==> config.mk <==
export PLATFORM = sky130hd
export DESIGN_NAME = rpt_timer
export DESIGN_NICKNAME = d
export VERILOG_FILES = /design/src/verilog/rpt_pkg.sv /design/src/verilog/rpt_timer.sv
export SDC_FILE = /design/constraint.sdc
export NUM_CORES = 1
export LEC_CHECK = 0
export ABC_AREA = 1
export BUFFER_PORTS_ARGS = -buffer_cell sky130_fd_sc_hd__buf_2
export CORE_MARGIN = 2
export CORE_UTILIZATION = 55
export CTS_CLUSTER_DIAMETER = 60
export DETAILED_ROUTE_END_ITERATION = 10
export PLACE_DENSITY = 0.77
export SYNTH_ARGS = -nofsm -noshare
export SYNTH_HDL_FRONTEND = slang
export SYNTH_SLANG_ARGS = --single-unit
==> constraint.sdc <==
create_clock -name clk_sys_i -period 2.5 [get_ports clk_sys_i]
set_clock_uncertainty 0.1 [all_clocks]
set_input_delay 0.25 -clock clk_sys_i [delete_from_list [all_inputs] [get_ports clk_sys_i]]
set_output_delay 0.25 -clock clk_sys_i [all_outputs]
set_load 0.02 [all_outputs]
==> src/verilog/rpt_pkg.sv <==
// Behaviour
// - select 00: main steps 100 Hz, sub ticks 4 kHz, default limit 41.
// - select 01: main steps 1 s, sub ticks 100 Hz, default limit 100.
// - select 10: main 1 min, sub 1 s, default 60, calendar running.
// - select 11: main 1 hr, sub 1 min, default 60, calendar running.
// - sub limit of zero means use the default for the current select.
// - sub limit never exceeds 127; sub counter never passes 127.
// - sub counter ticks at sub rate; on wrap main steps once.
// - function 00 is a plain countdown on each wrap.
// - function 01 counts down only after the alarm match flag rises.
// - function 10 is a watchdog counting up with periodic interrupts.
// - function 11 counts up only while running on battery.
// - run bit starts timer when one, stops when zero, resets to zero.
// - interrupt pin shows timer events only when its enable is one.
// - repeat select one gives a 210 ms low pulse per event.
// - repeat select zero holds pin low until expiry flag cleared.
// - limit register at 12h, read/write byte, reset zero.
// - register 13h reads the live main count; writes ignored.
// - sub limit register at 14h is written but always reads zero.
// - running sub counter is internal and not visible to software.
// - on enable load main with limit or one, sub with one.
// - on expiry set expiry flag and pull interrupt pin low.
// - clearing run bit sets main count to zero, sub counter to one.
package rpt_pkg;
    localparam logic [7:0] ADDR_CONTROL = 8'h09;
    localparam logic [7:0] ADDR_LIMIT = 8'h12;
    localparam logic [7:0] ADDR_COUNT = 8'h13;
    localparam logic [7:0] ADDR_SUB_LIMIT = 8'h14;
    localparam int BIT_REPEAT = 7;
    localparam int BIT_RUN = 6;
    localparam int BIT_FUNC_HI = 5;
    localparam int BIT_FUNC_LO = 4;
    localparam int BIT_RATE_HI = 1;
    localparam int BIT_RATE_LO = 0;
    localparam logic [7:0] CONTROL_WMASK = 8'hf3;
    localparam logic [7:0] RESET_BYTE = 8'h00;
    localparam logic [7:0] SUB_RESET = 8'h01;
    localparam logic [7:0] SUB_MAX = 8'h7f;
    localparam logic [7:0] DEF_LIMIT_4K = 8'h29;
    localparam logic [7:0] DEF_LIMIT_100 = 8'h64;
    localparam logic [7:0] DEF_LIMIT_60 = 8'h3c;
    localparam int PULSE_MS = 210;
    localparam int CLK_MHZ = 125;
    localparam int PULSE_CYCLES = PULSE_MS * 1000 * CLK_MHZ;
    typedef enum logic [1:0] {
        RATE_4K = 2'b00,
        RATE_100HZ = 2'b01,
        RATE_SEC = 2'b10,
        RATE_MIN = 2'b11
    } rpt_rate_t;
    typedef enum logic [1:0] {
        FN_DOWN = 2'b00,
        FN_ALARM_DOWN = 2'b01,
        FN_WATCHDOG = 2'b10,
        FN_BATT_UP = 2'b11
    } rpt_func_t;
    typedef struct packed {
        logic repeat_interrupt_select;
        logic counter_run_bit;
        rpt_func_t count_function_select;
        logic [1:0] zero;
        rpt_rate_t tick_rate_select;
    } rpt_control_t;
    typedef struct packed {
        logic wr;
        logic [7:0] addr;
        logic [7:0] data;
    } rpt_wr_t;
endpackage

==> src/verilog/rpt_timer.sv <==
`timescale 1ns/1ps
module rpt_timer
    import rpt_pkg::*;
#(
    parameter int PULSE_LEN = PULSE_CYCLES
) (
    // clock and reset
    input wire logic clk_sys_i,
    input wire logic rst_i,
    // register port from the serial interface logic
    input wire rpt_wr_t reg_wr_i,
    input wire logic [7:0] rd_addr_i,
    output logic [7:0] rd_data_o,
    // tick sources from oscillator chain and calendar
    input wire logic tick_4k_i,
    input wire logic tick_100hz_i,
    input wire logic tick_sec_i,
    input wire logic tick_min_i,
    input wire logic calendar_run_i,
    // status inputs
    input wire logic alarm_match_flag_i,
    input wire logic battery_mode_i,
    input wire logic second_interrupt_enable_i,
    input wire logic expiry_flag_clear_i,
    // outputs
    output logic expiry_status_flag_o,
    output logic second_interrupt_output_n_o
);
    rpt_control_t ctrl;
    logic [7:0] timer_limit;
    logic [7:0] sub_counter_limit;
    logic [7:0] count;
    logic [7:0] sub_counter;
    logic expired;
    logic irq_low;
    logic armed;
    logic [31:0] pulse_cnt;
    logic [3:0] s1;
    logic [3:0] s2;
    logic [3:0] s3;
    logic alarm_prev;

    // two-flop sync, then edge detect on the second stage only
    always_ff @(posedge clk_sys_i) begin
        if (rst_i) begin
            s1 <= 4'h0;
            s2 <= 4'h0;
            s3 <= 4'h0;
        end else begin
            s1 <= {tick_min_i, tick_sec_i, tick_100hz_i, tick_4k_i};
            s2 <= s1;
            s3 <= s2;
        end
    end
    wire [3:0] tick_edge = s2 & ~s3;

    // rate field decoded in two functions, one for the tick pick and one for the default
    function automatic logic pick_tick(input rpt_rate_t rate,
            input logic [3:0] edges, input logic cal_on);
        unique case (rate)
            RATE_4K: pick_tick = edges[0];
            RATE_100HZ: pick_tick = edges[1];
            RATE_SEC: pick_tick = edges[2] & cal_on;
            RATE_MIN: pick_tick = edges[3] & cal_on;
        endcase
    endfunction

    function automatic logic [7:0] pick_default(input rpt_rate_t rate);
        unique case (rate)
            RATE_4K: pick_default = DEF_LIMIT_4K;
            RATE_100HZ: pick_default = DEF_LIMIT_100;
            RATE_SEC, RATE_MIN: pick_default = DEF_LIMIT_60;
        endcase
    endfunction

    // second and minute ticks only count while the calendar runs
    wire calendar_ok = calendar_run_i;
    wire sub_tick;
    wire [7:0] def_limit;
    assign sub_tick = pick_tick(ctrl.tick_rate_select, tick_edge,
        calendar_ok);
    assign def_limit = pick_default(ctrl.tick_rate_select);
    wire [7:0] raw_limit = (sub_counter_limit == 8'h00) ? def_limit :
        sub_counter_limit;
    wire [7:0] wrap_limit = (raw_limit > SUB_MAX) ? SUB_MAX : raw_limit;

    wire is_up = ctrl.count_function_select[1];
    wire [7:0] load_value = is_up ? 8'h01 : timer_limit;
    // enabling write: direction comes from the byte being written
    wire new_up = reg_wr_i.data[BIT_FUNC_HI];
    wire [7:0] start_value = new_up ? 8'h01 : timer_limit;
    wire alarm_rise = alarm_match_flag_i & ~alarm_prev;
    wire gate_ok =
        (ctrl.count_function_select == FN_ALARM_DOWN) ? armed :
        (ctrl.count_function_select == FN_BATT_UP) ? battery_mode_i :
        1'b1;
    wire counting = ctrl.counter_run_bit & gate_ok & ~irq_low &
        ~(expired & ~ctrl.repeat_interrupt_select);
    wire wrap = counting & sub_tick & (sub_counter >= wrap_limit);
    wire [7:0] stepped = is_up ? count + 8'h01 : count - 8'h01;
    wire hit = wrap & (is_up ? (stepped == timer_limit) :
        (stepped == 8'h00));
    wire run_rise = reg_wr_i.wr & (reg_wr_i.addr == ADDR_CONTROL) &
        reg_wr_i.data[BIT_RUN] & ~ctrl.counter_run_bit;
    wire clr_restart = expiry_flag_clear_i & expired;
    wire pulse_done = irq_low & ctrl.repeat_interrupt_select &
        (pulse_cnt >= PULSE_LEN - 1);

    // register writes; count register ignores writes
    always_ff @(posedge clk_sys_i) begin
        if (rst_i) begin
            ctrl <= rpt_control_t'(RESET_BYTE);
            timer_limit <= RESET_BYTE;
            sub_counter_limit <= RESET_BYTE;
        end else if (reg_wr_i.wr) begin
            if (reg_wr_i.addr == ADDR_CONTROL)
                ctrl <= rpt_control_t'(reg_wr_i.data & CONTROL_WMASK);
            if (reg_wr_i.addr == ADDR_LIMIT)
                timer_limit <= reg_wr_i.data;
            if (reg_wr_i.addr == ADDR_SUB_LIMIT)
                sub_counter_limit <= reg_wr_i.data;
        end
    end

    always_ff @(posedge clk_sys_i) begin
        if (rst_i) begin
            alarm_prev <= 1'b0;
            armed <= 1'b0;
        end else begin
            alarm_prev <= alarm_match_flag_i;
            if (!ctrl.counter_run_bit)
                armed <= 1'b0;
            else if (alarm_rise)
                armed <= 1'b1;
        end
    end

    // main and sub counters
    always_ff @(posedge clk_sys_i) begin
        if (rst_i) begin
            count <= RESET_BYTE;
            sub_counter <= SUB_RESET;
        end else if (run_rise) begin
            count <= start_value;
            sub_counter <= SUB_RESET;
        end else if (!ctrl.counter_run_bit) begin
            count <= RESET_BYTE;
            sub_counter <= SUB_RESET;
        end else if (clr_restart || pulse_done) begin
            count <= load_value;
            sub_counter <= SUB_RESET;
        end else if (wrap) begin
            count <= stepped;
            sub_counter <= SUB_RESET;
        end else if (counting && sub_tick) begin
            sub_counter <= sub_counter + 8'h01;
        end
    end

    // expiry flag: set wins over clear
    always_ff @(posedge clk_sys_i) begin
        if (rst_i) begin
            expired <= 1'b0;
        end else if (hit) begin
            expired <= 1'b1;
        end else if (expiry_flag_clear_i) begin
            expired <= 1'b0;
        end
    end

    always_ff @(posedge clk_sys_i) begin
        if (rst_i) begin
            irq_low <= 1'b0;
            pulse_cnt <= 32'h0;
        end else if (hit) begin
            irq_low <= 1'b1;
            pulse_cnt <= 32'h0;
        end else if (!ctrl.counter_run_bit || pulse_done) begin
            irq_low <= 1'b0;
        end else if (irq_low && !ctrl.repeat_interrupt_select &&
                expiry_flag_clear_i) begin
            irq_low <= 1'b0;
        end else if (irq_low) begin
            pulse_cnt <= pulse_cnt + 32'h1;
        end
    end

    assign second_interrupt_output_n_o =
        ~(irq_low & second_interrupt_enable_i);
    assign expiry_status_flag_o = expired;

    always_ff @(posedge clk_sys_i) begin
        if (rst_i)
            rd_data_o <= 8'h00;
        else if (rd_addr_i == ADDR_CONTROL)
            rd_data_o <= ctrl;
        else if (rd_addr_i == ADDR_LIMIT)
            rd_data_o <= timer_limit;
        else if (rd_addr_i == ADDR_COUNT)
            rd_data_o <= count;
        else
            rd_data_o <= 8'h00;
    end

    // sub-counter limit is clamped to seven bits in wrap_limit
    sub_bound_a: assert property (
        @(posedge clk_sys_i) disable iff (rst_i)
        sub_counter <= SUB_MAX) else $error("sub counter too big");
    stop_clear_a: assert property (
        @(posedge clk_sys_i) disable iff (rst_i)
        !ctrl.counter_run_bit && !run_rise |=>
        count == 8'h00 && sub_counter == 8'h01)
        else $error("stop did not clear counters");
    expire_flag_a: assert property (
        @(posedge clk_sys_i) disable iff (rst_i)
        hit |=> expired && irq_low) else $error("expiry not flagged");
    irq_gate_a: assert property (
        @(posedge clk_sys_i) disable iff (rst_i)
        !second_interrupt_enable_i |-> second_interrupt_output_n_o)
        else $error("pin driven while disabled");
    sub_read_a: assert property (
        @(posedge clk_sys_i) disable iff (rst_i)
        rd_addr_i == ADDR_SUB_LIMIT |=> rd_data_o == 8'h00)
        else $error("sub limit readable");
    count_read_a: assert property (
        @(posedge clk_sys_i) disable iff (rst_i)
        rd_addr_i == ADDR_COUNT |=> rd_data_o == $past(count))
        else $error("count read wrong");
    step_one_a: assert property (
        @(posedge clk_sys_i) disable iff (rst_i)
        wrap && !run_rise && !clr_restart && !pulse_done |=>
        count == ($past(is_up) ? $past(count) + 8'h01 :
        $past(count) - 8'h01))
        else $error("bad main step");
    single_hold_a: assert property (
        @(posedge clk_sys_i) disable iff (rst_i)
        irq_low && !ctrl.repeat_interrupt_select && !expiry_flag_clear_i
        && ctrl.counter_run_bit |=> irq_low)
        else $error("single event pin released");
    alarm_wait_a: assert property (
        @(posedge clk_sys_i) disable iff (rst_i)
        ctrl.count_function_select == FN_ALARM_DOWN && !armed |-> !wrap)
        else $error("alarm countdown ran early");
    run_load_a: assert property (
        @(posedge clk_sys_i) disable iff (rst_i)
        run_rise |=> sub_counter == SUB_RESET &&
        count == ($past(new_up) ? 8'h01 : $past(timer_limit)))
        else $error("enable load wrong");
    sub_step_a: assert property (
        @(posedge clk_sys_i) disable iff (rst_i)
        counting && sub_tick && !wrap && !clr_restart && !pulse_done |=>
        sub_counter == $past(sub_counter) + 8'h01)
        else $error("sub counter did not step");
    wrap_reset_a: assert property (
        @(posedge clk_sys_i) disable iff (rst_i)
        wrap && !clr_restart |=> sub_counter == SUB_RESET)
        else $error("sub counter not reset on wrap");
    down_dir_a: assert property (
        @(posedge clk_sys_i) disable iff (rst_i)
        ctrl.count_function_select == FN_DOWN && wrap && !clr_restart
        |=> count == $past(count) - 8'h01)
        else $error("countdown went wrong way");
    watch_up_a: assert property (
        @(posedge clk_sys_i) disable iff (rst_i)
        ctrl.count_function_select == FN_WATCHDOG && wrap && !clr_restart
        |=> count == $past(count) + 8'h01)
        else $error("watchdog went wrong way");
    batt_gate_a: assert property (
        @(posedge clk_sys_i) disable iff (rst_i)
        ctrl.count_function_select == FN_BATT_UP && !battery_mode_i
        |-> !wrap) else $error("count up ran off battery");
    flag_clear_a: assert property (
        @(posedge clk_sys_i) disable iff (rst_i)
        expiry_flag_clear_i && !hit |=> !expired)
        else $error("expiry flag not cleared");
    expire_hold_a: assert property (
        @(posedge clk_sys_i) disable iff (rst_i)
        expired && !expiry_flag_clear_i |=> expired)
        else $error("expiry flag dropped");
    pulse_end_a: assert property (
        @(posedge clk_sys_i) disable iff (rst_i)
        pulse_done |=> !irq_low && count == $past(load_value))
        else $error("repeat pulse did not end");
    single_restart_a: assert property (
        @(posedge clk_sys_i) disable iff (rst_i)
        clr_restart && ctrl.counter_run_bit &&
        !ctrl.repeat_interrupt_select
        |=> !irq_low && count == $past(load_value))
        else $error("clear did not restart");
    pin_follow_a: assert property (
        @(posedge clk_sys_i) disable iff (rst_i)
        second_interrupt_enable_i && irq_low
        |-> !second_interrupt_output_n_o)
        else $error("pin not driven");
    stop_pin_a: assert property (
        @(posedge clk_sys_i) disable iff (rst_i)
        !ctrl.counter_run_bit |=> !irq_low)
        else $error("pin held after stop");
    reset_zero_a: assert property (
        @(posedge clk_sys_i)
        rst_i |=> !ctrl.counter_run_bit && !expired && !irq_low)
        else $error("reset state wrong");
    rate_sec_a: assert property (
        @(posedge clk_sys_i) disable iff (rst_i)
        ctrl.tick_rate_select == RATE_SEC && !calendar_ok |-> !sub_tick)
        else $error("second tick without calendar");
    rate_min_a: assert property (
        @(posedge clk_sys_i) disable iff (rst_i)
        ctrl.tick_rate_select == RATE_MIN && !calendar_ok |-> !sub_tick)
        else $error("minute tick without calendar");
    limit_write_a: assert property (
        @(posedge clk_sys_i) disable iff (rst_i)
        reg_wr_i.wr && reg_wr_i.addr == ADDR_LIMIT
        |=> timer_limit == $past(reg_wr_i.data))
        else $error("limit write lost");
    tick_pulse_a: assert property (
        @(posedge clk_sys_i) disable iff (rst_i)
        (tick_edge & $past(tick_edge)) == 4'h0)
        else $error("tick strobe longer than one cycle");
    armed_clear_a: assert property (
        @(posedge clk_sys_i) disable iff (rst_i)
        !ctrl.counter_run_bit |=> !armed)
        else $error("alarm arm kept while stopped");
    alarm_start_a: assert property (
        @(posedge clk_sys_i) disable iff (rst_i)
        ctrl.counter_run_bit && alarm_rise |=> armed)
        else $error("alarm edge missed");
    cv_expire: cover property (@(posedge clk_sys_i) disable iff (rst_i) hit);
    cv_restart: cover property (@(posedge clk_sys_i) disable iff (rst_i)
        clr_restart);
    cv_armed: cover property (@(posedge clk_sys_i) disable iff (rst_i)
        alarm_rise && ctrl.count_function_select == FN_ALARM_DOWN);
    cv_pulse: cover property (@(posedge clk_sys_i) disable iff (rst_i)
        pulse_done);
    cv_up: cover property (@(posedge clk_sys_i) disable iff (rst_i)
        wrap && is_up);
endmodule

# Word level (Yosys, flattened, before mapping)

Index checks and enable logic that the tools add are counted.

Bits in registers: 94
Input bits: 36
Output and inout port bits: 10
Logic and storage cells: 108

Add/subtract/negate cells: 4
Magnitude comparators: 3
Eq/ne operators: 13
Multiplexer cells: 22
Bitwise gates (word level): 27
Reduce and logical (&&, ||, !) cells: 21

Operators by type and width:

| kind                  | count |
|---|---|
| $mux 8                | 12 |
| $add 32x1->32 const B | 1 |
| $eq 8x5->1 const B    | 4 |
| $ge 32x25->1 const B  | 1 |
| $pmux 8 s3            | 1 |
| $and 1x1->1           | 17 |
| $add 8x1->8 const B   | 2 |
| $eq 8x4->1 const B    | 2 |
| $logic_not 8->1       | 2 |
| $eq 8x8->1            | 1 |
| $ge 8x8->1            | 1 |
| $gt 8x7->1 const B    | 1 |
| $mux 1                | 8 |
| $not 1->1             | 8 |
| $reduce_or 2->1       | 4 |
| $sub 8x1->8 const B   | 1 |
| $eq 2x2->1 const B    | 3 |
| $reduce_and 2->1      | 3 |
| $reduce_or 5->1       | 1 |
| $and 4x4->4           | 1 |
| $eq 2x1->1 const B    | 2 |
| $ne 4x1->1 const B    | 1 |
| $not 4->4             | 1 |
| $pmux 1 s4            | 1 |
| 7 further kinds       | 11 |

# Logic depth before layout (Yosys ltp)

Gate-level depths: netlist of the first run.

Depth after elaboration: 12
Mapped depth: 19

# Least setup slack after synthesis of the first run

Ideal clock, no wire load.

Path kind: flip-flop to flip-flop
Start: register sub_counter_limit[7]
End: register count[7]
Setup time: 109 ps
Arrival: 2508 ps
Path slack: -217 ps
Cell stages (with the launch flop): 19
Path through: dfxtp_1 -> clkbuf_1 -> or4_1 -> nor2_1 -> inv_1 -> nor2_1 -> nor3_1 -> ha_1 -> a21oi_1 -> o21ai_0 -> nand2_1 -> nand3_1 -> nand2_1 -> nand4_4 -> buf_6 -> nor2_2 -> nor2_1 -> nand2_1 -> inv_1

Word-level cells in the longest chain between the ends: 7

Ends and longest elaborated chain:

| what                     | RTL line         | RTL |
|---|---|---|
| from (decl)              | rpt_timer.sv:31  | `logic [7:0] sub_counter_limit;` |
| from (signal assigned)   | rpt_timer.sv:121 | `sub_counter_limit <= reg_wr_i.data;` |
| $logic_not 8->1          | rpt_timer.sv:83  | `wire [7:0] raw_limit = (sub_counter_limit == 8'h00) ? def_limit :` |
| $mux 8 (*)               | rpt_timer.sv:83  |  |
| $gt 8x7->1               | rpt_timer.sv:85  | `wire [7:0] wrap_limit = (raw_limit > SUB_MAX) ? SUB_MAX : raw_limit;` |
| $mux 8 (*)               | rpt_timer.sv:85  |  |
| $ge 8x8->1 (*)           | rpt_timer.sv:99  | `wire wrap = counting & sub_tick & (sub_counter >= wrap_limit);` |
| $and 1x1->1 (*)          | rpt_timer.sv:99  |  |
| $ne 4x1->1 (no line) (*) | --               |  |
| to (signal assigned)     | rpt_timer.sv:144 | `count <= start_value;` |
| to (signal assigned)     | rpt_timer.sv:150 | `count <= load_value;` |
| to (signal assigned)     | rpt_timer.sv:153 | `count <= stepped;` |
| to (decl)                | rpt_timer.sv:32  | `logic [7:0] count;` |

Every way passes the cells marked *; elsewhere a longest branch is shown, timed or not.
A chain may end at the register's enable or synchronous reset.

# Worst setup path after layout of the first run

Start: register sub_counter_limit[0]
End: register count[0]

The elaborated chain is that of the path after synthesis.

==> summary.md, run 1 <==
| Metric | Value |
|---|---|
| Switching share of power | `0.259` |
| Number of clock buffers inserted by TritonCTS | `9` |
| Data arrival time at the worst-slack endpoint | `approximately 3 ns` |
| Required time of the critical path | `between 2 and 3 ns` |
| Post-synthesis net count | `slightly above 900` |
| CTS clk-pin slew, worst paths | `about 0.10 ns` |
| Ports placed on the boundary | `46` |
| Final cycle utilization of the critical path | `1.11` |
| Slew at the pin with the worst max-slew slack | `about 0.65 ns` |
| Register area share after synthesis | `0.330` |
| Share of flip-flops with an asynchronous set or reset | `0` |
| Hold Violations, Final | `0` |
| Wire length of the first global-routing pass | `roughly 23,000 um` |
| Result of the run | `finished with violations` |
| Origin of the critical flop-to-flop path | `sub_counter_limit[0]` |
| Max_slew headroom | `0.566` |
| Core box area | `10,200 sq um` |
| Height of the die | `106 um` |
| Maximum clock insertion buffer count | `2` |
| Synth-to-Final Area Change | `16.7%` |
| IR drop worst, VDD | `0.342 mV` |
| Pin count of the biggest net entering global routing | `33` |
| Critical hold path startpoint | `reg_wr_i[0]` |
| Routed len/inst | `12.8 um` |
| Crit path max-delay family | `simple AND/OR/NAND/NOR gates` |
| Avg Synthesized Cell Area | `~6.5 sq um` |
| # port buffers | `45` |
| Share of post-route cells with drive strength above 1 | `0.149` |
| Number of distinct library cell variants in the gate-level netlist after synthesis | `39` |
| GRT overflow | `0` |
| Vias | `roughly 5,700` |
| First-pass detailed-route iteration total | `8` |
| Chip width | `approximately 110 um` |
| Path class of the lowest-slack min-delay path | `primary input to register` |
| Portion of total power attributed to the clock network | `0.374` |
| TritonCTS clock tree | `built` |
| Startpoint-to-endpoint class of the critical path | `register to register` |
| Portion of synthesized cell area occupied by the leading cell type | `0.330` |
| Share of power burned in registers | `0.575` |
| Reported leakage power | `3.09 nW` |
| Total GRT Usage | `0.253` |
| Core utilization of the finished layout | `0.653` |
| Setup slack of the most critical reg-to-reg path | `-0.28 ns` |
| Setup crit end kind | `register` |
| DR vias/cell | `just over 5` |
| Level count of the clock H-tree | `3` |
| Post-synthesis cell count | `just under 900` |
| Residual DRC | `0` |
| Detailed placement HPWL | `10,400 um` |
| Clk_lat worst skew | `approximately 0.38 ns` |
| Post-Synth Adder-Cell Area | `0.0408` |
| Number of cells traversed by the worst register-to-register path | `17` |
| Most used cell, CP | `sky130_fd_sc_hd__nor2_1` |
| Endpoint of the worst register-to-register path | `count[0]` |
| Combined area of all synthesized cells | `around 5700 sq um` |
| Post-DRT Antenna Nets | `0` |
| Chain of cells forming the critical path | `or4_4 -> nor2_4 -> inv_2 -> nor2_2 -> nor2_1 -> nor2_1 -> ha_1 -> nand2_2 -> o21a_1 -> nand3_2 -> nand2_4 -> nand4_4 -> buf_4 -> buf_6 -> nand3_2 -> nand2_1 -> nor2_1` |
| Number of nets at the end of the flow | `1,013` |
| Clock tree root buffer cell | `sky130_fd_sc_hd__clkbuf_8` |
| Commonest non-fill, non-tap cells in the layout | `176 x sky130_fd_sc_hd__nand2_1, 153 x sky130_fd_sc_hd__inv_1, 139 x sky130_fd_sc_hd__nor2_1` |
| Setup ws final | `-0.278 ns` |
| Sink count of the clock tree | `94` |
| Logic pwr share | `0.050` |
| Number of synthesized register bits | `94` |
| RSZ-0062 raised after global routing | `true` |
| Initial antenna violation count | `0` |
| Final Max Slew Viols | `0` |
| Failing checks | `negative setup slack` |
| Power density over cell area | `394 nW/um^2` |
| Maximum clock frequency | `about 0.36 GHz` |
| Cell type of the slowest stage on the worst timing path | `sky130_fd_sc_hd__or4_4` |
| Delay of the slowest cell on the worst path | `roughly 0.54 ns` |
| Most common library cell in the layout ignoring fill and taps | `sky130_fd_sc_hd__nand2_1` |
| Xor/xnor cell area share of the yosys netlist | `0.0538` |
| Die Footprint | `11,200 sq um` |
| Fin crit period | `between 2 and 3 ns` |
| Yosys warns | `0` |
| Hold path cells | `3` |
| Largest area contributor in the netlist | `sky130_fd_sc_hd__dfxtp_1` |
| Final Power | `~2.6 mW` |
| Vias in the first global route | `a little over 5,000` |
| Effective utilization at floorplan | `0.560` |
| Dominant combinational cell family by area after synthesis | `simple AND/OR/NAND/NOR gates` |
| CP Launch Type | `register` |
| Cell Rows | `37` |
| Synth area leaders | `sky130_fd_sc_hd__dfxtp_1 33%, sky130_fd_sc_hd__nand2_1 12%, sky130_fd_sc_hd__inv_1 10%` |
| Dominant register cell in the synthesized netlist | `sky130_fd_sc_hd__dfxtp_1` |
| Synth Area in Compound Gates | `0.102` |
| Total net switching power | `just under 0.7 mW` |
| Basic-gate share of the synthesized area counting and, or, nand and nor cells | `0.339` |
| Antenna fix cells | `0` |
| Max-Cap Viols | `0` |
| End point of the worst hold path | `sub_counter_limit[0]` |
| Number of buffers and inverters on the critical path | `3` |
| Internal power contribution | `around 1.9 mW` |
| Maximum net fanout on the critical path | `5` |
| Count of flip-flops with a built-in enable after synthesis | `0` |
| Mux contribution to synthesized area | `0` |
| Routability cong. | `between 0.9 and 1` |
| Violation count after the first detailed-routing iteration | `354` |
| Routed WL | `between 10,000 and 15,000 um` |
| Final setup violating endpoints | `50` |
-- repair_timing --
action,in CTS,in global routing
resized for setup,7,20
hold buffers,5,0
endpoints found under the hold margin,5,0
setup endpoints to repair,50,50
gates cloned,0,0
pin swaps,2,7
buffers inserted,3,1
-- final cells by class --
class / count / area, sq um
well taps: 136 / 170
flip-flops and latches: 94 / 1880
fillers: 953 / 3530
repair buffers: 92 / 667
multi-input cells: 603 / 3150
inverters: 159 / 597
clock inverters: 6 / 52.6
clock buffers: 10 / 128
-- Yosys cell counts (4+ instances only) --
library cell               count
sky130_fd_sc_hd__nand2_2       5
sky130_fd_sc_hd__o21ai_1       4
sky130_fd_sc_hd__clkbuf_1     10
sky130_fd_sc_hd__a211oi_1     10
sky130_fd_sc_hd__buf_6         8
sky130_fd_sc_hd__o211ai_1      6
sky130_fd_sc_hd__nand4_1      17
sky130_fd_sc_hd__xor2_1       32
sky130_fd_sc_hd__o21ai_0      41
sky130_fd_sc_hd__nand2_1     178
sky130_fd_sc_hd__ha_1         17
sky130_fd_sc_hd__nor2_1      148
sky130_fd_sc_hd__nand3_1      55
sky130_fd_sc_hd__dfxtp_1      94
sky130_fd_sc_hd__inv_1       154
sky130_fd_sc_hd__nor4_1        5
sky130_fd_sc_hd__o221ai_1      6
sky130_fd_sc_hd__inv_2         5
sky130_fd_sc_hd__nand3b_1      4
sky130_fd_sc_hd__nor3_1       21
sky130_fd_sc_hd__a21oi_1      30
-- sequential cells by signal, summed over array words and instances, names as in the netlist, 4 cells and up --
register,count
sub_counter,8
sub_counter_limit,8
count,8
s2,4
s1,4
pulse_cnt,32
timer_limit,8
rd_data_o,8
s3,4
ctrl,6
-- routing by layer --
metal / global-route usage / vias up / routed length, um
li1: - / 2938 / -
met1: 0.302 / 2510 / 6060
met2: 0.450 / 175 / 6810
met3: 0.0513 / 33 / 801
met4: 0.0874 / 0 / 376
met5: 0 / - / 0
-- worst max path at each step --
stage | start | end | slack (ns) | cells past startpoint
4_1_cts | sub_counter_limit[1] | count[6] | -0.23 | 17
6_report | sub_counter_limit[0] | count[0] | -0.28 | 17
3_5_place_dp | sub_counter_limit[1] | sub_counter[5] | -0.32 | 16
3_3_place_gp | sub_counter_limit[1] | sub_counter[3] | -0.22 | 16
5_1_grt | sub_counter_limit[0] | sub_counter[7] | -0.40 | 16
2_1_floorplan | sub_counter_limit[7] | count[7] | -0.07 | 18
-- cells by family (layout without fill, tap and decap cells) --
family,Yosys count,after routing
AO/OA/AOI/OAI,102,102
XOR/XNOR,35,35
adder cells (fa/ha/maj),18,18
buffers and inverters,183,267
flip-flops,94,94
other,1,1
AND/OR/NAND/NOR,447,447
-- stage by stage --
| step | worst slack (ns) | instances | cell area, sq um | hold WS (ns) | setup TNS [ns] |
|---|---|---|---|---|---|
| floorplan | -0.0671 | 880 | 5740 | 0.257 | -0.784 |
| global placement | -0.223 | 1075 | 6300 | 0.290 | -7.14 |
| detailed placement | -0.320 | 1075 | 6300 | 0.292 | -11.35 |
| CTS | -0.227 | 1099 | 6570 | 0.0345 | -9.47 |
| global route | -0.396 | 1100 | 6650 | 0.0350 | -18.04 |
| finish | -0.278 | 1100 | 6650 | 0.0280 | -9.96 |
-- power groups by stage --
stage,Sequential [mW],Clock [mW],Combinational (mW)
2_1_floorplan,1.54,0,0.0672
3_3_place_gp,1.54,0,0.122
3_5_place_dp,1.54,0,0.124
4_1_cts,1.51,0.992,0.132
5_1_grt,1.51,1.05,0.148
6_report,1.51,0.982,0.132
-- worst register-to-register path, cell delays in order (launching register included) --
cell and delay [ns]:
sky130_fd_sc_hd__dfxtp_2 0.33, sky130_fd_sc_hd__or4_4 0.54, sky130_fd_sc_hd__nor2_4 0.17, sky130_fd_sc_hd__inv_2 0.05, sky130_fd_sc_hd__nor2_2 0.09, sky130_fd_sc_hd__nor2_1 0.05, sky130_fd_sc_hd__nor2_1 0.09, sky130_fd_sc_hd__ha_1 0.24
sky130_fd_sc_hd__nand2_2 0.09, sky130_fd_sc_hd__o21a_1 0.15, sky130_fd_sc_hd__nand3_2 0.10, sky130_fd_sc_hd__nand2_4 0.10, sky130_fd_sc_hd__nand4_4 0.13, sky130_fd_sc_hd__buf_4 0.18, sky130_fd_sc_hd__buf_6 0.11, sky130_fd_sc_hd__nand3_2 0.05
sky130_fd_sc_hd__nand2_1 0.05, sky130_fd_sc_hd__nor2_1 0.10
Power figures use the tool's default switching activity.
==> run 2, diff against run 1 <==
- CORE_UTILIZATION: 55 -> 60
- PLACE_DENSITY: 0.77 -> 0.8
- clock period: 2.5 -> 2.8 ns (I/O delays scaled with it)
==> run 2 against run 1 <==
The run still ends with negative setup slack left. Register-to-register slack better by 0.24 ns. Via count is 1.2% higher. Routed wire length rose by 3.9%. Maximum frequency decreased by 2.2%. Hold slack got worse by 0.0076 ns. Core utilization is 5.3 points higher. Global-route usage rose by 4.1 points. Highest routed layer unchanged.
==> summary.md, run 2 (synthesis gave the netlist of run 1 again) <==
| Metric | Value |
|---|---|
| Commonest non-fill, non-tap cells in the layout | `176 x sky130_fd_sc_hd__nand2_1, 153 x sky130_fd_sc_hd__inv_1, 140 x sky130_fd_sc_hd__nor2_1` |
| Register with the highest flop count | `pulse_cnt` |
| Number of cells traversed by the worst register-to-register path | `15` |
| CP Launch Type | `register` |
| End point of the worst hold path | `s1[1]` |
| Routed WL | `14,600 um` |
| Most common library cell in the layout ignoring fill and taps | `sky130_fd_sc_hd__nand2_1` |
| Setup slack of the most critical reg-to-reg path | `-0.04 ns` |
| GRT overflow | `0` |
| Core box area | `~9200 sq um` |
| Failing checks | `negative setup slack` |
| Setup slack after placement | `-0.0948 ns` |
| Non-filler cells, final | `roughly 1,100` |
| Maximum net fanout on the critical path | `6` |
| Chain of cells forming the critical path | `or4_4 -> nor2_4 -> inv_2 -> nor2_4 -> nor3_2 -> ha_1 -> a21oi_2 -> o21ai_1 -> nand2_1 -> nand3_2 -> nand2_4 -> nand4_4 -> nor2_4 -> inv_4 -> a21oi_2` |
| Endpoint of the worst register-to-register path | `sub_counter[3]` |
| Required time of the critical path | `between 2 and 3 ns` |
| Cell Rows | `35` |
| Effective utilization at floorplan | `0.617` |
| Vias in the first global route | `5,512` |
| Max_slew headroom | `0.397` |
| Placed insts | `around 1,000` |
| Final setup violating endpoints | `7` |
| Number of buffers and inverters on the critical path | `2` |
| Share of post-route cells with drive strength above 1 | `0.138` |
| TritonCTS clock tree | `built` |
| Hold path cells | `3` |
| Antenna fix cells | `0` |
| Wire length of the first global-routing pass | `24,300 um` |
| Vias | `between 5,000 and 6,000` |
| Routability cong. | `0.948` |
| Sink count of the clock tree | `94` |
| Chip width | `101 um` |
| Most used cell, CP | `sky130_fd_sc_hd__nor2_4` |
| Final cycle utilization of the critical path | `1.01` |
| RSZ-0062 raised after global routing | `true` |
| Origin of the critical flop-to-flop path | `sub_counter_limit[2]` |
| Setup ws final | `-0.0396 ns` |
| Max reg flops | `32` |
| Height of the die | `between 100 and 150 um` |
| Critical hold path startpoint | `tick_100hz_i` |
| Detailed placement HPWL | `about 11,000 um` |
| Share of power burned in registers | `0.541` |
| Hold Violations, Final | `0` |
| Setup crit end kind | `register` |
| Clock tree root buffer cell | `sky130_fd_sc_hd__clkbuf_8` |
| Portion of total power attributed to the clock network | `0.412` |
| Total net switching power | `about 0.57 mW` |
| Pin count of the biggest net entering global routing | `33` |
| # port buffers | `between 40 and 50` |
| Die Footprint | `between 10,000 and 15,000 sq um` |
| Level count of the clock H-tree | `3` |
| Cell type of the slowest stage on the worst timing path | `sky130_fd_sc_hd__or4_4` |
| Final Power | `around 2.5 mW` |
| Result of the run | `finished with violations` |
| TNS Setup | `-0.181 ns` |
| Number of clock buffers inserted by TritonCTS | `9` |
| DR vias/cell | `approximately 5.4` |
| CTS clk-pin slew, worst paths | `approximately 0.10 ns` |
| Switching share of power | `0.229` |
| Final Max Slew Viols | `0` |
| IR drop worst, VDD | `~0.28 mV` |
| Routed len/inst | `13.7 um` |
| Clk_lat worst skew | `between 0.3 and 0.4 ns` |
| Delay of the slowest cell on the worst path | `0.54 ns` |
| Fin crit period | `2.84 ns` |
| Max-Cap Viols | `0` |
| Path class of the lowest-slack min-delay path | `primary input to register` |
| Maximum clock insertion buffer count | `2` |
| Slew at the pin with the worst max-slew slack | `0.897 ns` |
| Synth-to-Final Area Change | `14.4%` |
| Number of nets at the end of the flow | `989` |
| Startpoint-to-endpoint class of the critical path | `register to register` |
| Reported leakage power | `roughly 3 nW` |
| Post-DRT Antenna Nets | `0` |
| Logic pwr share | `0.047` |
| Residual DRC | `0` |
| Maximum clock frequency | `approximately 0.35 GHz` |
| Crit path max-delay family | `simple AND/OR/NAND/NOR gates` |
| Internal power contribution | `~1.9 mW` |
| First-pass detailed-route iteration total | `5` |
| Initial antenna violation count | `0` |
| Ports placed on the boundary | `46` |
| Violation count after the first detailed-routing iteration | `260` |
| Data arrival time at the worst-slack endpoint | `between 3 and 4 ns` |
| Power density over cell area | `around 380 nW/um^2` |
| Total GRT Usage | `0.294` |
## run 2: cell count changes in the layout (fill, tap and decap cells not counted), sizes merged
cell	before	now
inv	163	160
bufinv	0	2
clkinvlp	2	0
clkinv	0	2
dlygate4sd3	5	2
clkbuf	10	11
buf	87	64
nand4	18	19
## run 2: how the worst max path moves through the flow
stage / end / slack (ns) / cells after the start / from
global route: pulse_cnt[15] / -0.17 / 16 / sub_counter_limit[1]
floorplan: count[7] / 0.08 / 18 / sub_counter_limit[7]
finish: sub_counter[3] / -0.04 / 15 / sub_counter_limit[2]
global placement: sub_counter[7] / 0.02 / 15 / sub_counter_limit[1]
CTS: sub_counter[5] / -0.006 / 15 / sub_counter_limit[7]
detailed placement: sub_counter[2] / -0.09 / 15 / sub_counter_limit[1]
## run 2: timing repair
action	CTS	global route
hold buffers	0	2
resized for setup	23	18
gates cloned	1	1
hold endpoints to repair	0	2
endpoints found under the setup margin	48	50
buffers inserted	1	0
pin swaps	8	16
## run 2: worst register-to-register path: stages, from the launching register on
cell,delay (ns)
sky130_fd_sc_hd__dfxtp_1,0.33
sky130_fd_sc_hd__or4_4,0.54
sky130_fd_sc_hd__nor2_4,0.16
sky130_fd_sc_hd__inv_2,0.07
sky130_fd_sc_hd__nor2_4,0.09
sky130_fd_sc_hd__nor3_2,0.04
sky130_fd_sc_hd__ha_1,0.31
sky130_fd_sc_hd__a21oi_2,0.15
sky130_fd_sc_hd__o21ai_1,0.08
sky130_fd_sc_hd__nand2_1,0.07
sky130_fd_sc_hd__nand3_2,0.08
sky130_fd_sc_hd__nand2_4,0.12
sky130_fd_sc_hd__nand4_4,0.20
sky130_fd_sc_hd__nor2_4,0.25
sky130_fd_sc_hd__inv_4,0.08
sky130_fd_sc_hd__a21oi_2,0.11
## run 2: final cells by class
class                   count  area (sq um)
clock inverters             5          82.6
clock buffers              10           138
fillers                   791          2720
multi-input cells         604          3200
repair buffers             67           458
well taps                 129           161
inverters                 159           599
flip-flops and latches     94          1880
## run 2: power by group through the flow
stage / Clock [mW] / Combinational [mW] / Sequential, mW
6_report: 1.03 / 0.117 / 1.35
5_1_grt: 1.09 / 0.131 / 1.35
4_1_cts: 1.04 / 0.109 / 1.35
3_5_place_dp: 0 / 0.107 / 1.38
3_3_place_gp: 0 / 0.103 / 1.38
2_1_floorplan: 0 / 0.0589 / 1.38
## run 2: stage by stage
| stage | util | hold WS (ns) | instance area, sq um |
|---|---|---|---|
| after global placement | 0.659 | 0.292 | 6090 |
| final | 0.706 | 0.0204 | 6530 |
| after floorplan | - | 0.287 | 5700 |
| after CTS | 0.695 | 0.00155 | 6420 |
| after global routing | 0.706 | 0.0187 | 6530 |
| after detailed placement | 0.659 | 0.299 | 6090 |
## run 2: layer usage
| metal | track usage | share of wire | vias up | wire length [um] |
|---|---|---|---|---|
| li1 | - | - | 2880 | - |
| met1 | 0.344 | 0.41 | 2582 | 6040 |
| met2 | 0.518 | 0.49 | 201 | 7100 |
| met3 | 0.0483 | 0.052 | 59 | 753 |
| met4 | 0.148 | 0.048 | 0 | 695 |
| met5 | 0 | 0 | - | 0 |
==> run 3, diff against run 2 <==
- CORE_UTILIZATION: 60 -> 55
- PLACE_DENSITY: 0.8 -> 0.77
- clock period: 2.8 -> 2.4 ns (I/O delays scaled with it)
==> run 3 against run 2 <==
The flow still finishes with violations (negative setup slack). Combinational power rose by 30%. Register-to-register slack got worse by 0.33 ns. Total power up 14%. Sequential share of layout area down 0.91 points. First-iteration DRC count up 18%. Setup slack lost 0.33 ns.
==> summary.md, run 3 (synthesis gave the netlist of run 1 again) <==
| Metric | Value |
|---|---|
| Result of the run | `finished with violations` |
| Failing checks | `negative setup slack` |
| Commonest non-fill, non-tap cells in the layout | `176 x sky130_fd_sc_hd__nand2_1, 153 x sky130_fd_sc_hd__inv_1, 128 x sky130_fd_sc_hd__nor2_1` |
| GRT overflow | `0` |
| Setup crit end kind | `register` |
| Most used cell, CP | `sky130_fd_sc_hd__nand2_2` |
| Chip width | `106 um` |
| Die Footprint | `11,200 sq um` |
| Slew at the pin with the worst max-slew slack | `around 0.81 ns` |
| Number of setup buffers added after CTS | `0` |
| Initial antenna violation count | `0` |
| Chain of cells forming the critical path | `or4_4 -> nor2_4 -> inv_2 -> nor2_2 -> nor3_1 -> ha_1 -> nand2_2 -> o21ai_2 -> nand2_1 -> nand3_1 -> nand2_2 -> a21oi_2 -> nand2_2 -> nand2_8 -> clkbuf_16 -> nor2_1` |
| Residual DRC | `0` |
| Wire length of the first global-routing pass | `around 23,000 um` |
| Ports placed on the boundary | `46` |
| Standard cell area after detailed placement | `6350 sq um` |
| Share of power burned in registers | `0.555` |
| CTS clk-pin slew, worst paths | `about 0.10 ns` |
| Hold Violations, Final | `0` |
| DR vias/cell | `5.13` |
| Core box area | `10,200 sq um` |
| Effective utilization at floorplan | `0.560` |
| Share of post-route cells with drive strength above 1 | `0.161` |
| Reported leakage power | `about 3.1 nW` |
| # port buffers | `45` |
| Final setup violating endpoints | `50` |
| Delay of the slowest cell on the worst path | `about 0.54 ns` |
| Clock tree root buffer cell | `sky130_fd_sc_hd__clkbuf_8` |
| Routed WL | `~14,000 um` |
| Antenna fix cells | `0` |
| Maximum net fanout on the critical path | `6` |
| Maximum clock frequency | `0.361 GHz` |
| Post-DRT Antenna Nets | `0` |
| CP Launch Type | `register` |
| Path class of the lowest-slack min-delay path | `primary input to register` |
| Synth-to-Final Area Change | `18.1%` |
| Final instance area | `roughly 6700 sq um` |
| Vias in the first global route | `5,125` |
| Cell Rows | `37` |
| Final Power | `~2.8 mW` |
| Setup ws final | `-0.372 ns` |
| Level count of the clock H-tree | `3` |
| Number of nets at the end of the flow | `slightly above 1,000` |
| Register with the highest flop count | `pulse_cnt` |
| Data arrival time at the worst-slack endpoint | `about 3.0 ns` |
| Internal power contribution | `between 2 and 2.5 mW` |
| Number of clock buffers inserted by TritonCTS | `9` |
| Clk_lat worst skew | `0.38 ns` |
| Max_slew headroom | `0.460` |
| Core utilization of the finished layout | `0.661` |
| RSZ-0062 raised after global routing | `true` |
| Max reg flops | `32` |
| Final Max Slew Viols | `0` |
| Routing usage on met2 | `0.430` |
| Violation count after the first detailed-routing iteration | `a little over 300` |
| IR drop worst, VDD | `between 0.4 and 0.5 mV` |
| Switching share of power | `0.239` |
| Maximum clock insertion buffer count | `2` |
| Most common library cell in the layout ignoring fill and taps | `sky130_fd_sc_hd__nand2_1` |
| Final cycle utilization of the critical path | `1.15` |
| Required time of the critical path | `about 2.6 ns` |
| Worst hold slack | `approximately 0.023 ns` |
| Vias | `between 5,000 and 6,000` |
| Most Used Layer, Global Route | `met2` |
| Total net switching power | `0.677 mW` |
| Pin count of the biggest net entering global routing | `33` |
| GR Layer Usage met1 | `0.309` |
| TritonCTS clock tree | `built` |
| Power density over cell area | `between 400 and 500 nW/um^2` |
| Height of the die | `about 110 um` |
| Total GRT Usage | `0.252` |
| Portion of total power attributed to the clock network | `0.391` |
| Cell type of the slowest stage on the worst timing path | `sky130_fd_sc_hd__or4_4` |
| Routed len/inst | `12.6 um` |
| Detailed placement HPWL | `~10,000 um` |
| Max-Cap Viols | `0` |
| Logic pwr share | `0.054` |
| First-pass detailed-route iteration total | `5` |
| Startpoint-to-endpoint class of the critical path | `register to register` |
| Routability cong. | `0.916` |
| Global-route met3 utilization | `0.0532` |
| Sink count of the clock tree | `94` |
| Fin crit period | `roughly 2.8 ns` |
-- run 3: cell types whose count changed in the layout (fill, tap and decap cells not counted), sizes merged --
cell         change
buf             +25
dlygate4sd3      +3
bufinv           -1
clkbuf           +1
clkinvlp         +1
inv              +1
nand4            -1
-- run 3: power by group through the flow --
stage          registers (mW)  logic, mW  clock network (mW)
3_5_place_dp             1.61      0.130                   0
3_3_place_gp             1.61      0.128                   0
5_1_grt                  1.57      0.168                1.19
4_1_cts                  1.57      0.137                1.13
2_1_floorplan            1.61     0.0700                   0
6_report                 1.57      0.152                1.11
-- run 3: worst paths after layout --
path                              from                   end  slack [ns]  depth (start not counted)
setup / recovery  sub_counter_limit[0]         pulse_cnt[31]       -0.37                         16
hold / removal             reg_wr_i[0]  sub_counter_limit[0]        0.02                          3
setup reg to reg  sub_counter_limit[0]         pulse_cnt[31]       -0.37                         16
hold reg to reg                  s1[1]                 s2[1]        0.31                          2
-- run 3: critical path: cells and delay by family, from the launching register on --
| kind | cells | cell delay, ns |
|---|---|---|
| adders and majority gates | 1 | 0.32 |
| DFF | 1 | 0.33 |
| buffers and inverters | 2 | 0.23 |
| and+or+nand+nor | 11 | 1.46 |
| AOI/OAI and AO/OA | 2 | 0.24 |
-- run 3: per-layer routing --
| layer | share of wire | routed length, um | vias up |
|---|---|---|---|
| li1 | - | - | 2936 |
| met1 | 0.44 | 6120 | 2534 |
| met2 | 0.48 | 6670 | 150 |
| met3 | 0.050 | 691 | 39 |
| met4 | 0.029 | 405 | 0 |
| met5 | 0 | 0 | - |
-- run 3: through the flow --
step,setup slack (ns),TNS [ns],cells
CTS,-0.309,-13.69,1102
detailed placement,-0.294,-13.04,1081
floorplan,-0.167,-4.99,880
global route,-0.552,-25.74,1104
finish,-0.372,-16.71,1104
global placement,-0.231,-10.58,1081
-- run 3: what timing repair did --
action,in CTS,in global routing
endpoints found under the hold margin,5,0
cloned,0,2
resized for setup,1,24
hold buffers,5,0
endpoints found under the setup margin,50,50
pin swaps,1,4
-- run 3: area by class of cell --
type | instances | area [sq um]
Sequential cell | 94 | 1880
Timing Repair Buffer | 96 | 718
Clock buffer | 10 | 138
Multi-Input combinational cell | 603 | 3160
Inverter | 159 | 597
Fill cell | 941 | 3450
Tap cell | 136 | 170
Clock inverter | 6 | 68.8
